==> config.mk <==
export PLATFORM = sky130hd
export DESIGN_NAME = dcev_top
export DESIGN_NICKNAME = d
export VERILOG_FILES = /design/src/dcev_pkg.sv /design/src/dcev_top.sv
export VERILOG_INCLUDE_DIRS = /design/src /design/src/src
export SDC_FILE = /design/constraint.sdc
export NUM_CORES = 1
export LEC_CHECK = 0
export BUFFER_PORTS_ARGS = -buffer_cell sky130_fd_sc_hd__buf_2
export CORE_MARGIN = 4
export CORE_UTILIZATION = 51
export CTS_CLUSTER_DIAMETER = 60
export CTS_CLUSTER_SIZE = 20
export DETAILED_ROUTE_END_ITERATION = 16
export GPL_TIMING_DRIVEN = 0
export PLACE_DENSITY = 0.84
export RECOVER_POWER = 25
export SKIP_CTS_REPAIR_TIMING = 1
export SYNTH_ARGS = -nofsm -noshare
export SYNTH_HDL_FRONTEND = slang
export SYNTH_SLANG_ARGS = --single-unit
==> constraint.sdc <==
create_clock -name clk_i -period 3.6 [get_ports clk_i]
set_input_delay 0.18 -clock clk_i [delete_from_list [all_inputs] [get_ports clk_i]]
set_output_delay 0.18 -clock clk_i [all_outputs]
set_load 0.005 [all_outputs]
==> src/dcev_cfg.svh <==
/*
  constants for the dma channel event control block: register offsets,
  field positions and reset values.
  assumes inclusion by bare name from the design file.
*/
`ifndef DCEV_CFG_SVH
`define DCEV_CFG_SVH

// ----------------------------------------------------------------
// register byte offsets
// ----------------------------------------------------------------
`define DCEV_OFS_ECON 4'h0
`define DCEV_OFS_STAT 4'h4
`define DCEV_OFS_MASK 4'h8

// ----------------------------------------------------------------
// event control fields
// ----------------------------------------------------------------
`define DCEV_ABORT_IRQ_HI 23
`define DCEV_ABORT_IRQ_LO 16
`define DCEV_START_IRQ_HI 15
`define DCEV_START_IRQ_LO 8
`define DCEV_FORCE_BIT 7
`define DCEV_ABORT_BIT 6
`define DCEV_PAT_EN_BIT 5
`define DCEV_START_EN_BIT 4
`define DCEV_ABORT_EN_BIT 3
`define DCEV_IRQ_RESET 8'hff

// ----------------------------------------------------------------
// status and mask bit positions
// ----------------------------------------------------------------
`define DCEV_ST_START 0
`define DCEV_ST_ABORT 1
`define DCEV_ST_PAT 2

`endif

==> src/dcev_pkg.sv <==
/*
  types for the dma channel event control block.
  assumes the cfg header sits on the include path.
*/
package dcev_pkg;
  // configuration held in the event control register
  typedef struct packed {
    logic [7:0] abort_irq_number;
    logic [7:0] start_irq_number;
    logic pattern_abort_enable;
    logic start_trigger_enable;
    logic abort_trigger_enable;
  } dcev_cfg_t;

  // interrupt request broadcast from the interrupt system
  typedef struct packed {
    logic valid;
    logic [7:0] number;
  } dcev_irq_t;

  // bus slave handshake state
  typedef enum logic [0:0] {
    DCEV_IDLE,
    DCEV_ACK
  } dcev_bus_t;
endpackage

==> src/dcev_top.sv <==
/*
  dma channel event control: decides when a channel transfer starts or
  is aborted, from irq broadcasts, software force/abort and pattern match.
  assumes a classic wishbone master, one irq number per cycle on irq_i,
  and a channel engine that reacts to the one-cycle start/abort pulses.
*/
// Implementation choices: the address map and the Wishbone slave port.
`include "dcev_cfg.svh"

// Functional notes
// - bits 23:16 hold abort irq; with bit 3 set its match aborts transfer and sets abort flag.
// - bits 15:8 hold start irq number 0 to 255.
// - writing one to bit 7 starts a transfer at once; reads zero.
// - writing one to bit 6 aborts the transfer; reads zero.
// - bit 5 set lets pattern match abort and clear channel enable.
// - bit 4 set lets start irq match launch one cell transfer.
// - bit 3 set lets abort irq match abort the transfer.
// - bits 31:24 and 2:0 read zero and ignore writes.
module dcev_top (
  // clock and reset
  input wire logic clk_i,
  input wire logic rst_i,
  // wishbone slave
  input wire logic wb_cyc_i,
  input wire logic wb_stb_i,
  input wire logic wb_we_i,
  input wire logic [3:0] wb_adr_i,
  input wire logic [3:0] wb_sel_i,
  input wire logic [31:0] wb_dat_i,
  output logic [31:0] wb_dat_o,
  output logic wb_ack_o,
  // event sources
  input wire dcev_pkg::dcev_irq_t irq_i,
  input wire logic pattern_match_i,
  // channel engine and interrupt
  input wire logic channel_enable_set_i,
  output logic channel_enable_o,
  output logic channel_abort_flag_o,
  output logic cell_start_o,
  output logic transfer_abort_o,
  output logic irq_o
);
  import dcev_pkg::*;

  // ----------------------------------------------------------------
  // registers
  // ----------------------------------------------------------------
  dcev_cfg_t cfg_reg;
  logic [2:0] stat_reg;
  logic [2:0] mask_reg;
  dcev_bus_t bus_reg;
  logic force_req;
  logic abort_req;
  logic wr_econ;
  logic wr_stat;
  logic wr_mask;
  logic req;
  logic start_hit;
  logic abort_hit;
  logic pat_hit;
  logic do_abort;
  logic do_start;
  logic [31:0] rd_next;

  assign req = wb_cyc_i && wb_stb_i && (bus_reg == DCEV_IDLE);

  // writes land on the edge where the master sees ack high, so a write
  // and its acknowledge are one event; the master still holds the
  // request then, so address and data are those it was acked for
  assign wr_econ = wb_cyc_i && wb_stb_i && wb_ack_o && wb_we_i
    && (wb_adr_i == `DCEV_OFS_ECON);
  assign wr_stat = wb_cyc_i && wb_stb_i && wb_ack_o && wb_we_i
    && (wb_adr_i == `DCEV_OFS_STAT);
  assign wr_mask = wb_cyc_i && wb_stb_i && wb_ack_o && wb_we_i
    && (wb_adr_i == `DCEV_OFS_MASK);

  // ----------------------------------------------------------------
  // bus handshake: ack one cycle after the request, dropped next cycle
  // ----------------------------------------------------------------
  always_ff @(posedge clk_i) begin
    if (rst_i) begin
      bus_reg <= DCEV_IDLE;
      wb_ack_o <= 1'b0;
    end else begin
      unique case (bus_reg)
        DCEV_IDLE: begin
          wb_ack_o <= req;
          if (req) begin
            bus_reg <= DCEV_ACK;
          end
        end
        DCEV_ACK: begin
          wb_ack_o <= 1'b0;
          bus_reg <= DCEV_IDLE;
        end
      endcase
    end
  end

  // read mux; unmapped offsets read zero and ack normally
  always_comb begin
    rd_next = 32'h0;
    unique case (wb_adr_i)
      `DCEV_OFS_ECON: begin
        // force/abort read zero, unimplemented bits zero
        rd_next[`DCEV_ABORT_IRQ_HI:`DCEV_ABORT_IRQ_LO] =
          cfg_reg.abort_irq_number;
        rd_next[`DCEV_START_IRQ_HI:`DCEV_START_IRQ_LO] =
          cfg_reg.start_irq_number;
        rd_next[`DCEV_PAT_EN_BIT] = cfg_reg.pattern_abort_enable;
        rd_next[`DCEV_START_EN_BIT] = cfg_reg.start_trigger_enable;
        rd_next[`DCEV_ABORT_EN_BIT] = cfg_reg.abort_trigger_enable;
      end
      `DCEV_OFS_STAT: rd_next[2:0] = stat_reg;
      `DCEV_OFS_MASK: rd_next[2:0] = mask_reg;
      default: rd_next = 32'h0;
    endcase
  end

  always_ff @(posedge clk_i) begin
    if (rst_i) begin
      wb_dat_o <= 32'h0;
    end else if (req && !wb_we_i) begin
      wb_dat_o <= rd_next;
    end
  end

  // ----------------------------------------------------------------
  // event control register, byte lanes honoured
  // ----------------------------------------------------------------
  always_ff @(posedge clk_i) begin
    if (rst_i) begin
      cfg_reg.abort_irq_number <= `DCEV_IRQ_RESET;
      cfg_reg.start_irq_number <= `DCEV_IRQ_RESET;
      cfg_reg.pattern_abort_enable <= 1'b0;
      cfg_reg.start_trigger_enable <= 1'b0;
      cfg_reg.abort_trigger_enable <= 1'b0;
    end else if (wr_econ) begin
      if (wb_sel_i[2]) begin
        cfg_reg.abort_irq_number <= wb_dat_i[23:16];
      end
      if (wb_sel_i[1]) begin
        cfg_reg.start_irq_number <= wb_dat_i[15:8];
      end
      if (wb_sel_i[0]) begin
        cfg_reg.pattern_abort_enable <= wb_dat_i[`DCEV_PAT_EN_BIT];
        cfg_reg.start_trigger_enable <= wb_dat_i[`DCEV_START_EN_BIT];
        cfg_reg.abort_trigger_enable <= wb_dat_i[`DCEV_ABORT_EN_BIT];
      end
    end
  end

  // software strobes live only for the write cycle, nothing is stored
  assign force_req = wr_econ && wb_sel_i[0]
    && wb_dat_i[`DCEV_FORCE_BIT];
  assign abort_req = wr_econ && wb_sel_i[0]
    && wb_dat_i[`DCEV_ABORT_BIT];

  // ----------------------------------------------------------------
  // trigger decode: both comparisons in the same cycle
  // ----------------------------------------------------------------
  assign abort_hit = irq_i.valid && cfg_reg.abort_trigger_enable
    && (irq_i.number == cfg_reg.abort_irq_number);
  assign start_hit = irq_i.valid && cfg_reg.start_trigger_enable
    && (irq_i.number == cfg_reg.start_irq_number);
  assign pat_hit = pattern_match_i && cfg_reg.pattern_abort_enable;
  assign do_abort = abort_hit || abort_req || pat_hit;
  // abort masks any start in the same cycle
  assign do_start = (start_hit || force_req) && !do_abort;

  // one-cycle pulses to the channel engine
  always_ff @(posedge clk_i) begin
    if (rst_i) begin
      cell_start_o <= 1'b0;
      transfer_abort_o <= 1'b0;
    end else begin
      cell_start_o <= do_start;
      transfer_abort_o <= do_abort;
    end
  end

  // abort flag set by an irq abort; a channel re-enable clears it
  always_ff @(posedge clk_i) begin
    if (rst_i) begin
      channel_abort_flag_o <= 1'b0;
    end else if (abort_hit) begin
      channel_abort_flag_o <= 1'b1;
    end else if (channel_enable_set_i) begin
      channel_abort_flag_o <= 1'b0;
    end
  end

  // pattern abort drops the enable; clear wins over a same-cycle set
  always_ff @(posedge clk_i) begin
    if (rst_i) begin
      channel_enable_o <= 1'b0;
    end else if (pat_hit) begin
      channel_enable_o <= 1'b0;
    end else if (channel_enable_set_i) begin
      channel_enable_o <= 1'b1;
    end
  end

  // ----------------------------------------------------------------
  // interrupt: sticky status, write one to clear, set wins
  // ----------------------------------------------------------------
  always_ff @(posedge clk_i) begin
    if (rst_i) begin
      stat_reg <= 3'h0;
    end else begin
      for (int i = 0; i < 3; i++) begin
        if (wr_stat && wb_sel_i[0] && wb_dat_i[i]) begin
          stat_reg[i] <= 1'b0;
        end
      end
      if (do_start) begin
        stat_reg[`DCEV_ST_START] <= 1'b1;
      end
      if (do_abort) begin
        stat_reg[`DCEV_ST_ABORT] <= 1'b1;
      end
      if (pat_hit) begin
        stat_reg[`DCEV_ST_PAT] <= 1'b1;
      end
    end
  end

  always_ff @(posedge clk_i) begin
    if (rst_i) begin
      mask_reg <= 3'h0;
    end else if (wr_mask && wb_sel_i[0]) begin
      mask_reg <= wb_dat_i[2:0];
    end
  end

  // registered, so it lags a status change by one cycle
  always_ff @(posedge clk_i) begin
    if (rst_i) begin
      irq_o <= 1'b0;
    end else begin
      irq_o <= |(stat_reg & mask_reg);
    end
  end

  // status bits are sticky: only a write of one clears them
  for (genvar g = 0; g < 3; g++) begin : g_sticky

  end
endmodule

==> qor.csv, run 1 <==
stage,metric,value,unit
synth,ys_types,34,
finish,utilization,0.647,
grt,gr-total-overflow,0,
floorplanning,top_level_ports,94,
synth,synth_area,0.00228,mm^2
critical_path,cp_data_arrival_time,1.93,ns
min_path,hold_path_class,primary input to flop,
sta,worst_pin_slew,0.668,ns
synth,synth_top_area_frac,0.464,
finish,drive_gt1_frac,0.241,
sta,period_share,0.472,
floorplanning,die_h,74.9,um
floorplanning,chipWidth,74.9,um
pwr,p_per_area,353,mW/mm^2
sta,skew,0.00462,ns
place,dpl.hpwl,4.36,mm
floorplanning,start_util,0.525,
sta,setup_viol,0,
synth,synthTopCellsByArea,"dfxtp_1 46%, nand2_1 10%, a21oi_1 6.1%",
grt,antenna_found_initial,0,
min_path,worstHoldStart,wb_dat_i[13],
sta,max_freq,589,MHz
synth,synth_cells,275,
critical_path,crit_path_max_fanout,8,
floorplanning,row_count,24,
critical_path,rr_worst_depth,6,
critical_path,endpoint_kind,flop,
flow_run,maxCapViolations,0,
synth,ys_async_sr_fraction,0,
clock_network,clock_path_buffers,2,
status,status,"complete, no violations",
drt,routed_via_density,5.08,
clock_network,cts-root-buf,clkbuf_8,
grt,grt_pass1_wl,8.82,mm
grt,grt_pass1_vias,1978,
synth,ys_seq_area_frac,0.464,
critical_path,reg2reg_to,stat_reg[0]$_SDFFE_PP0P_,
drt,vias,2120,
finish,multi_input_area,0.00110,mm^2
synth,synth_edf_count,0,
critical_path,reg2reg_from,wb_ack_o$_SDFF_PP0_,
synth,yosys.area.top_type,dfxtp_1,
place,place.gp.congestion,0.817,
finish,fin_cells,417,
pwr,p_leak,1.25,nW
clock_network,cts_tree,yes,
finish,register_area,0.00106,mm^2
pwr,ir_drop,0.258,mV
grt,grt_usage,0.209,
sta,finalCriticalPeriod,1.70,ns
critical_path,rrSetupSlack,1.90,ns
synth,synth_top_flop_cell,dfxtp_1,
critical_path,critPathLaunchType,flop,
pwr,p_total,0.995,mW
place,dp.cells,409,
grt,grt_max_degree,16,
finish,syn2layout_area_growth,23.3,%
floorplanning,core_area,0.00435,mm^2
synth,syn_avg_cell_area,8.31,um^2
drt,first_pass_iters,4,
synth,ys.warnings.count,0,
min_path,whs_endpoint,cfg_reg[8]$_SDFFE_PP1P_,
clock_network,h-tree-depth,2,
sta,slew-limit-headroom,0.551,
drt,drt_iter0_drc,102,
sta,timing.final.max_slew_violations,0,
critical_path,startpoint,wb_ack_o$_SDFF_PP0_,
drt,wl_per_cell,13.3,um
clock_network,path_clk_slew,0.09,ns
clock_network,cts_buffers,5,
place,io_buffers,73,
drt,route.detailed.drc,0,
drt,ant_nets,0,
finish,fillCellCount,382,
finish,antenna_cells,0,
synth,ys_ff_latch,53,
finish,largest_reg_flops,22,
floorplanning,die_area,0.00561,mm^2
sta,finalSetupTns,0,ns
critical_path,crit_required,3.83,ns
finish,nNetsFinal,420,
critical_path,crit_type,flop to flop,
synth,synth.most_common_cell,nand2_1,
sta,hold_violations,0,
drt,routed_wl,5.53,mm
min_path,holdPathStages,3,
sta,rsz0062_at_grt,false,
clock_network,numClockSinks,53,
clock_network,clk_latency,0.31,ns
synth,synth_common_cells,"62 x nand2_1, 53 x dfxtp_1, 28 x a21oi_1, 26 x nand3_1, 16 x nand3b_1",
-- layout make-up --
class                           instances  share of cell area
Clock inverter                          2             0.00355
Timing Repair Buffer                   73               0.125
Clock buffer                            6              0.0258
Inverter                                3             0.00400
Buffer                                 26              0.0515
Sequential cell                        53               0.377
Multi-Input combinational cell        202               0.391
Tap cell                               52              0.0231
-- per-layer routing --
layer	share of wire	global-route usage	routed length, um	vias up
met5	0	0	0	-
met4	0.015	0.0810	81	0
met3	0.086	0.0547	476	7
met2	0.46	0.343	2560	79
met1	0.44	0.263	2410	940
li1	-	-	-	1094
-- power breakdown --
group | internal (mW) | switching (mW)
registers | 0.588 | 0.00152
clock network | 0.135 | 0.186
logic | 0.0389 | 0.0445
-- critical path, cell delays in order, from the launching register on --
cell and delay (ns):
dfxtp_1 0.35, and4_4 0.18, clkbuf_2 0.17, and3_1 0.22
buf_6 0.13, a221o_1 0.35, o31ai_2 0.22
-- through the flow --
stage               hold WS [ns]  instance area [um^2]  worst slack, ns
floorplan                  0.304                  2320             2.05
CTS                       0.0685                  2830             1.90
finish                    0.0751                  2820             1.90
detailed placement         0.393                  2750             1.87
global placement           0.391                  2750             1.92
global route              0.0679                  2820             1.85
-- logic make-up (layout without fill, tap and decap cells) --
kind of cell / count (synthesis) / count (layout) / share of synthesized area
muxes: 3 / 3 / 0.0131
xor gates and xnor gates: 16 / 16 / 0.0613
buffers and inverters: 29 / 110 / 0.0685
and+or+nand+nor: 132 / 132 / 0.285
other: 1 / 10 / 0.00164
AOI/OAI and AO/OA: 41 / 41 / 0.106
DFF: 53 / 53 / 0.464
-- layout by cell type (no fill, tap or decap), drive strengths merged, types with 2 or more instances in the layout --
master / n
o21ai: 4
buf: 74
mux2i: 3
and3: 6
a22o: 3
nor3: 5
clkinv: 2
nor4: 3
dfxtp: 53
xor2: 14
nand2: 62
nor2b: 3
nand3: 26
nor2: 6
a21oi: 28
nand3b: 16
nand4: 2
clkbuf: 31
xnor2: 2
conb: 10
inv: 3
-- worst max path at each step --
stage	cells after the start	slack, ns	end
global route	6	1.85	stat_reg[0]$_SDFFE_PP0P_
floorplan	6	2.05	stat_reg[0]$_SDFFE_PP0P_
global placement	6	1.92	cfg_reg[18]$_SDFFE_PP1P_
CTS	6	1.90	stat_reg[0]$_SDFFE_PP0P_
finish	6	1.90	stat_reg[0]$_SDFFE_PP0P_
detailed placement	6	1.87	cfg_reg[5]$_SDFFE_PP1P_
Power figures use the tool's default switching activity.
==> inputs of run 2 (changes only) <==
--- a/config.mk
+++ b/config.mk
@@ -6,14 +6,15 @@
 export SDC_FILE = /design/constraint.sdc
 export NUM_CORES = 1
 export LEC_CHECK = 0
+export ABC_AREA = 1
 export BUFFER_PORTS_ARGS = -buffer_cell sky130_fd_sc_hd__buf_2
 export CORE_MARGIN = 4
-export CORE_UTILIZATION = 51
+export CORE_UTILIZATION = 48
 export CTS_CLUSTER_DIAMETER = 60
 export CTS_CLUSTER_SIZE = 20
 export DETAILED_ROUTE_END_ITERATION = 16
 export GPL_TIMING_DRIVEN = 0
-export PLACE_DENSITY = 0.84
+export PLACE_DENSITY = 0.79
 export RECOVER_POWER = 25
 export SKIP_CTS_REPAIR_TIMING = 1
 export SYNTH_ARGS = -nofsm -noshare
==> constraint.sdc (replaced) <==
create_clock -name clk_i -period 1.6 [get_ports clk_i]
set_input_delay 0.08 -clock clk_i [delete_from_list [all_inputs] [get_ports clk_i]]
set_output_delay 0.08 -clock clk_i [all_outputs]
set_load 0.005 [all_outputs]
==> run 2 against run 1 <==
The run now ends with hold timing left. Clock skew increased by 0.00058 ns. First-iteration DRC count down 15%. Combinational power rose to 2.6 times the previous value. Non-clock buffer count rose by 4. Clock power rose to 3.3 times the previous value. Global-route usage fell by 2.9 points. Flip-flop and latch count stayed put. Cell count grew 13%. Cell area rose by 11%. Via count is 4.2% higher. Wire length up 2.9%. Core utilization grew 0.30 points. Highest routed layer unchanged.
==> qor.csv, run 2 <==
stage,metric,value,unit,change
status,status,"finished, violations left",,"was complete, no violations"
status,violations,hold timing,,
synth,synth_top_area_frac,0.437,,was 0.464
grt,grtUsageMet1,0.227,,was 0.263
pwr,p_per_area,832,mW/mm^2,was 353 mW/mm^2
critical_path,crit_type,flop to flop,,unchanged
clock_network,clk_latency,0.30,ns,was 0.31 ns
sta,rsz0062_at_grt,false,,unchanged
drt,ant_nets,0,,unchanged
floorplanning,chipWidth,79.2,um,was 74.9 um
floorplanning,top_level_ports,94,,unchanged
grt,grt_usage,0.180,,was 0.209
synth,synth_common_cells,"67 x nand2_1, 53 x dfxtp_1, 38 x nor2_1, 32 x inv_1, 13 x nor2_2",,"was 62 x nand2_1, 53 x dfxtp_1, 28 x a21oi_1, 26 x nand3_1, 16 x nand3b_1"
critical_path,cp_data_arrival_time,1.53,ns,was 1.93 ns
pwr,seq_power_share,0.512,,was 0.593
place,io_buffers,73,,unchanged
synth,syn_avg_cell_area,7.91,um^2,was 8.31 um^2
finish,fillCellCount,477,,was 382
grt,met2_usage,0.306,,was 0.343
critical_path,crit_required,1.81,ns,was 3.83 ns
critical_path,crit_family,simple AND/OR/NAND/NOR gates,,was compound AO/OA/AOI/OAI gates
critical_path,critPathLaunchType,flop,,unchanged
critical_path,crit_slowest_cell,dfxtp_1,,unchanged
sta,slew-limit-headroom,0.606,,was 0.551
min_path,hold_path_class,primary input to flop,,unchanged
synth,synth_cells,307,,was 275
finish,syn2layout_area_growth,28.9,%,was 23.3%
clock_network,cts_tree,yes,,unchanged
floorplanning,die_area,0.00626,mm^2,was 0.00561 mm^2
sta,finalCriticalPeriod,1.32,ns,was 1.70 ns
pwr,p_sw,0.551,mW,was 0.232 mW
finish,utilization,0.650,,was 0.647
drt,routed_wl,5.69,mm,was 5.53 mm
drt,drt_iter0_drc,87,,was 102
grt,met3_usage,0.0374,,was 0.0547
pwr,p_total,2.60,mW,was 0.995 mW
pwr,ir_drop,0.515,mV,was 0.258 mV
place,place.gp.congestion,0.866,,was 0.817
critical_path,cpPeakStageDelay,0.37,ns,was 0.35 ns
synth,ys_async_sr_fraction,0,,unchanged
sta,holdWs,-0.0143,ns,was 0.0751 ns
synth,synth_area,0.00243,mm^2,was 0.00228 mm^2
pwr,p_clk_frac,0.404,,was 0.323
synth,synth.most_common_cell,nand2_1,,unchanged
place,dpl.hpwl,4.50,mm,was 4.36 mm
grt,grt_pass1_vias,1976,,was 1978
sta,setup_viol,0,,unchanged
sta,max_freq,755,MHz,was 589 MHz
synth,ys_ff_latch,53,,unchanged
critical_path,endpoint_kind,flop,,unchanged
critical_path,crit_path_max_fanout,6,,was 8
floorplanning,core_area,0.00482,mm^2,was 0.00435 mm^2
sta,timing.final.max_slew_violations,0,,unchanged
synth,synth_top_flop_cell,dfxtp_1,,unchanged
grt,grt_max_degree,17,,was 16
synth,ys_types,31,,was 34
synth,yosys.area.top_type,dfxtp_1,,unchanged
pwr,p_leak,1.54,nW,was 1.25 nW
clock_network,h-tree-depth,2,,unchanged
floorplanning,start_util,0.504,,was 0.525
floorplanning,row_count,25,,was 24
synth,synthTopCellsByArea,"dfxtp_1 44%, nand2_1 10%, nor2_1 5.9%",,"was dfxtp_1 46%, nand2_1 10%, a21oi_1 6.1%"
synth,ys_seq_area_frac,0.437,,was 0.464
drt,routed_via_density,4.67,,was 5.08
grt,grt_pass1_wl,8.91,mm,was 8.82 mm
drt,wl_per_cell,12.0,um,was 13.3 um
sta,period_share,0.828,,was 0.472
drt,first_pass_iters,4,,unchanged
floorplanning,die_h,79.2,um,was 74.9 um
clock_network,clock_path_buffers,2,,unchanged
critical_path,cp_common_cell,nand2_1,,
clock_network,cts-root-buf,clkbuf_8,,unchanged
sta,finalSetupTns,0,ns,unchanged
sta,hold_violations,6,,was 0
synth,ys.warnings.count,0,,unchanged
finish,register_area,0.00106,mm^2,unchanged
grt,grt_busiest_layer,met2,,unchanged
pwr,internal_power,2.05,mW,was 0.762 mW
pwr,swShare,0.212,,was 0.234
finish,nNetsFinal,461,,was 420
drt,route.detailed.drc,0,,unchanged
critical_path,crit_buf_inv,0,,was 2
finish,antenna_cells,0,,unchanged
clock_network,cts_buffers,5,,unchanged
finish,multi_input_area,0.00111,mm^2,was 0.00110 mm^2
drt,vias,2209,,was 2120
flow_run,maxCapViolations,0,,unchanged
sta,worst_pin_slew,0.591,ns,was 0.668 ns
grt,antenna_found_initial,0,,unchanged
finish,final_cell_mix,"72 x buf_2, 67 x nand2_1, 53 x dfxtp_1",,"was 63 x buf_2, 62 x nand2_1, 53 x dfxtp_1"
finish,final_common_cell,buf_2,,unchanged
clock_network,path_clk_slew,0.09,ns,about the same
clock_network,numClockSinks,53,,unchanged
finish,largest_reg_flops,22,,unchanged
synth,synth_edf_count,0,,unchanged
pwr,p_comb_frac,0.085,,was 0.084
finish,drive_gt1_frac,0.325,,was 0.241
sta,skew,0.00520,ns,was 0.00462 ns
grt,gr-total-overflow,0,,unchanged
critical_path,cp_cell_sequence,nand2_1 > nor2_2 > nand2_2 > nor2_4 > nand2_1 > nand2_1 > nor2_1 > nand3_2 > nand2_1,,was and4_4 > clkbuf_2 > and3_1 > buf_6 > a221o_1 > o31ai_2
## run 2: cells by family after synthesis
group           after synthesis  share of synthesized area
simple gates                138                      0.261
other cells                   1                    0.00154
xor+xnor                      4                     0.0144
buf+inv                      58                      0.119
compound gates               53                      0.167
flops                        53                      0.437
## run 2: metal layers
metal  wire (um)  part of all wire  vias to the layer above
li1            -                 -                     1159
met1        2470              0.43                      968
met2        2740              0.48                       74
met3         407             0.072                        8
met4          73             0.013                        0
met5           0                 0                        -
## run 2: final timing paths
kind	start	slack, ns	depth (start not counted)	end
min	wb_dat_i[21]	-0.01	3	cfg_reg[16]$_SDFFE_PP1P_
max	wb_ack_o$_SDFF_PP0_	0.28	9	stat_reg[0]$_SDFFE_PP0P_
max reg2reg	wb_ack_o$_SDFF_PP0_	0.28	9	stat_reg[0]$_SDFFE_PP0P_
min reg2reg	stat_reg[1]$_SDFFE_PP0P_	0.48	2	stat_reg[1]$_SDFFE_PP0P_
## run 2: metrics by stage
step	worst slack [ns]	instances	instance area [um^2]
after floorplan	0.413	316	2460
after global placement	0.286	456	2910
after detailed placement	0.265	456	2910
after CTS	0.249	464	3050
after global routing	0.150	473	3130
final	0.275	473	3130
## run 2: power groups by stage
stage	Sequential, mW	Combinational, mW	Clock [mW]
after CTS	1.33	0.204	1.07
after global placement	1.36	0.201	0
after detailed placement	1.36	0.203	0
final	1.33	0.220	1.05
after global routing	1.33	0.243	1.13
after floorplan	1.36	0.106	0
## run 2: layout make-up
cell class | count | area share
tap | 67 | 0.0268
timing repair buffer | 82 | 0.144
buffer | 21 | 0.0475
multi-input combinational | 205 | 0.355
clock buffer | 5 | 0.0220
inverter | 37 | 0.0447
clock inverter | 3 | 0.0208
sequential | 53 | 0.339
## run 2: worst min-delay path: cells and delay by family
family / cells / cell delay (ns)
AO/OA/AOI/OAI: 1 / 0.06
buffers and inverters: 1 / 0.07
AND/OR/NAND/NOR: 1 / 0.04
==> inputs of run 3 (changes only) <==
==> constraint.sdc (replaced) <==
create_clock -name clk_i -period 1.35 [get_ports clk_i]
set_input_delay 0.0675 -clock clk_i [delete_from_list [all_inputs] [get_ports clk_i]]
set_output_delay 0.0675 -clock clk_i [all_outputs]
set_load 0.005 [all_outputs]
==> run 3 against run 2 <==
The run still ends with hold timing left. Cell area increased by 4.3%. Worst setup slack got worse by 0.22 ns. Combinational power increased by 27%. Via count increased by 3.8%. Sequential power increased by 19%. Critical path type unchanged. Largest power group unchanged.
==> qor.csv, run 3 (synthesis results as in run 2) <==
stage,metric,value,unit,change
min_path,hold_path_class,primary input to flop,,unchanged
floorplanning,row_count,25,,unchanged
finish,multi_input_area,0.00113,mm^2,was 0.00111 mm^2
finish,drive_gt1_frac,0.357,,was 0.325
finish,fillCellCount,458,,was 477
pwr,p_total,3.11,mW,was 2.60 mW
finish,final_cell_mix,"71 x buf_2, 65 x nand2_1, 46 x dfxtp_1",,"was 72 x buf_2, 67 x nand2_1, 53 x dfxtp_1"
sta,setup_viol,0,,unchanged
floorplanning,die_h,79.2,um,unchanged
clock_network,numClockSinks,53,,unchanged
sta,finalCriticalPeriod,1.29,ns,was 1.32 ns
status,violations,hold timing,,unchanged
drt,first_pass_iters,5,,was 4
pwr,p_leak,1.60,nW,was 1.54 nW
critical_path,rr_worst_depth,7,,was 9
sta,max_freq,772,MHz,was 755 MHz
sta,skew,0.00546,ns,was 0.00520 ns
sta,period_share,0.959,,was 0.828
clock_network,clk_latency,0.30,ns,about the same
critical_path,reg2reg_to,cfg_reg[11]$_SDFFE_PP1P_,,was stat_reg[0]$_SDFFE_PP0P_
status,status,"finished, violations left",,unchanged
sta,timing.final.max_slew_violations,0,,unchanged
grt,grt_pass1_wl,8.91,mm,unchanged
clock_network,h-tree-depth,2,,unchanged
sta,slew-limit-headroom,0.605,,was 0.606
grt,gr-total-overflow,0,,unchanged
clock_network,cts-root-buf,clkbuf_8,,unchanged
clock_network,path_clk_slew,0.10,ns,was 0.09 ns
finish,largest_reg_flops,22,,unchanged
pwr,ir_drop,0.612,mV,was 0.515 mV
critical_path,crit_type,flop to flop,,unchanged
floorplanning,core_area,0.00482,mm^2,unchanged
drt,ant_nets,0,,unchanged
drt,drt_iter0_drc,87,,unchanged
drt,routed_wl,5.96,mm,was 5.69 mm
place,dpl.hpwl,4.50,mm,unchanged
floorplanning,chipWidth,79.2,um,unchanged
pwr,p_per_area,952,mW/mm^2,was 832 mW/mm^2
critical_path,startpoint,wb_ack_o$_SDFF_PP0_,,unchanged
floorplanning,top_level_ports,94,,unchanged
grt,grt_usage,0.180,,unchanged
grt,grt_pass1_vias,1976,,unchanged
place,place.gp.congestion,0.866,,unchanged
place,dpl_worst_slack,0.0154,ns,was 0.265 ns
finish,antenna_cells,0,,unchanged
finish,final_common_cell,buf_2,,unchanged
floorplanning,die_area,0.00626,mm^2,unchanged
critical_path,worstSetupEndpoint,cfg_reg[11]$_SDFFE_PP1P_,,was stat_reg[0]$_SDFFE_PP0P_
sta,hold_violations,2,,was 6
sta,holdWs,-0.0180,ns,was -0.0143 ns
drt,wl_per_cell,12.3,um,was 12.0 um
clock_network,cts_tree,yes,,unchanged
clock_network,cts_buffers,5,,unchanged
critical_path,endpoint_kind,flop,,unchanged
critical_path,reg2reg_from,wb_ack_o$_SDFF_PP0_,,unchanged
grt,antenna_found_initial,0,,unchanged
sta,fin_ws,0.0552,ns,was 0.275 ns
finish,nNetsFinal,472,,was 461
grt,grt_max_degree,17,,unchanged
floorplanning,start_util,0.504,,unchanged
drt,vias,2293,,was 2209
critical_path,crit_required,1.51,ns,was 1.81 ns
finish,register_area,0.00107,mm^2,was 0.00106 mm^2
critical_path,cp_data_arrival_time,1.46,ns,was 1.53 ns
place,io_buffers,73,,unchanged
critical_path,rrSetupSlack,0.06,ns,was 0.28 ns
finish,syn2layout_area_growth,34.4,%,was 28.9%
flow_run,maxCapViolations,0,,unchanged
sta,worst_pin_slew,0.592,ns,was 0.591 ns
clock_network,clock_path_buffers,2,,unchanged
drt,route.detailed.drc,0,,unchanged
drt,routed_via_density,4.74,,was 4.67
critical_path,critPathLaunchType,flop,,unchanged
critical_path,crit_path_max_fanout,10,,was 6
run 3: cell count changes in the layout (fill, tap and decap cells not counted), sizes merged:
cell / change
dlygate4sd3: +6
buf: +5
run 3: critical path, cell delays in order, from the launching register on:
cell,delay (ns)
dfxtp_2,0.36
nand2_2,0.06
nor2_4,0.15
buf_4,0.13
nand3_2,0.10
inv_2,0.12
buf_6,0.15
o211ai_1,0.09
run 3: how the worst min path moves through the flow:
stage / from / to / depth (start not counted)
after floorplan: pattern_match_i / channel_enable_o$_SDFFE_PP0P_ / 1
after global placement: pattern_match_i / channel_enable_o$_SDFFE_PP0P_ / 2
after CTS: pattern_match_i / channel_enable_o$_SDFFE_PP0P_ / 2
after detailed placement: pattern_match_i / channel_enable_o$_SDFFE_PP0P_ / 2
final: wb_dat_i[8] / cfg_reg[3]$_SDFFE_PP1P_ / 3
after global routing: wb_dat_i[8] / cfg_reg[3]$_SDFFE_PP1P_ / 3
run 3: report_power, final:
group          switching (mW)  total (mW)  internal [mW]  leakage (nW)
Clock                   0.513        1.25          0.736        0.0681
Sequential            0.00602        1.58           1.57         0.427
Combinational           0.142       0.280          0.138          1.10
Total                   0.662        3.11           2.45          1.60
run 3: routing by layer:
metal | vias up | wire, um | GRT usage
li1 | 1182 | - | -
met1 | 1015 | 2580 | 0.227
met2 | 87 | 2870 | 0.306
met3 | 9 | 417 | 0.0374
met4 | 0 | 94 | 0.0567
met5 | - | 0 | 0
run 3: metrics by stage:
stage          hold slack, ns  std cells   util  setup TNS (ns)  area [um^2]
3_5_place_dp            0.274        456  0.605               0         2910
5_1_grt               0.00707        484  0.678         -0.0349         3270
2_1_floorplan           0.162        316      -               0         2460
6_report              -0.0180        484  0.678               0         3270
3_3_place_gp            0.276        456  0.605               0         2910
4_1_cts               -0.0550        464  0.632        -0.00142         3050
run 3: area by class of cell:
| class | count | area share |
|---|---|---|
| Timing Repair Buffer | 93 | 0.168 |
| Inverter | 37 | 0.0429 |
| Clock buffer | 5 | 0.0211 |
| Clock inverter | 3 | 0.0199 |
| Buffer | 21 | 0.0479 |
| Multi-Input combinational cell | 205 | 0.347 |
| Tap cell | 67 | 0.0257 |
| Sequential cell | 53 | 0.328 |
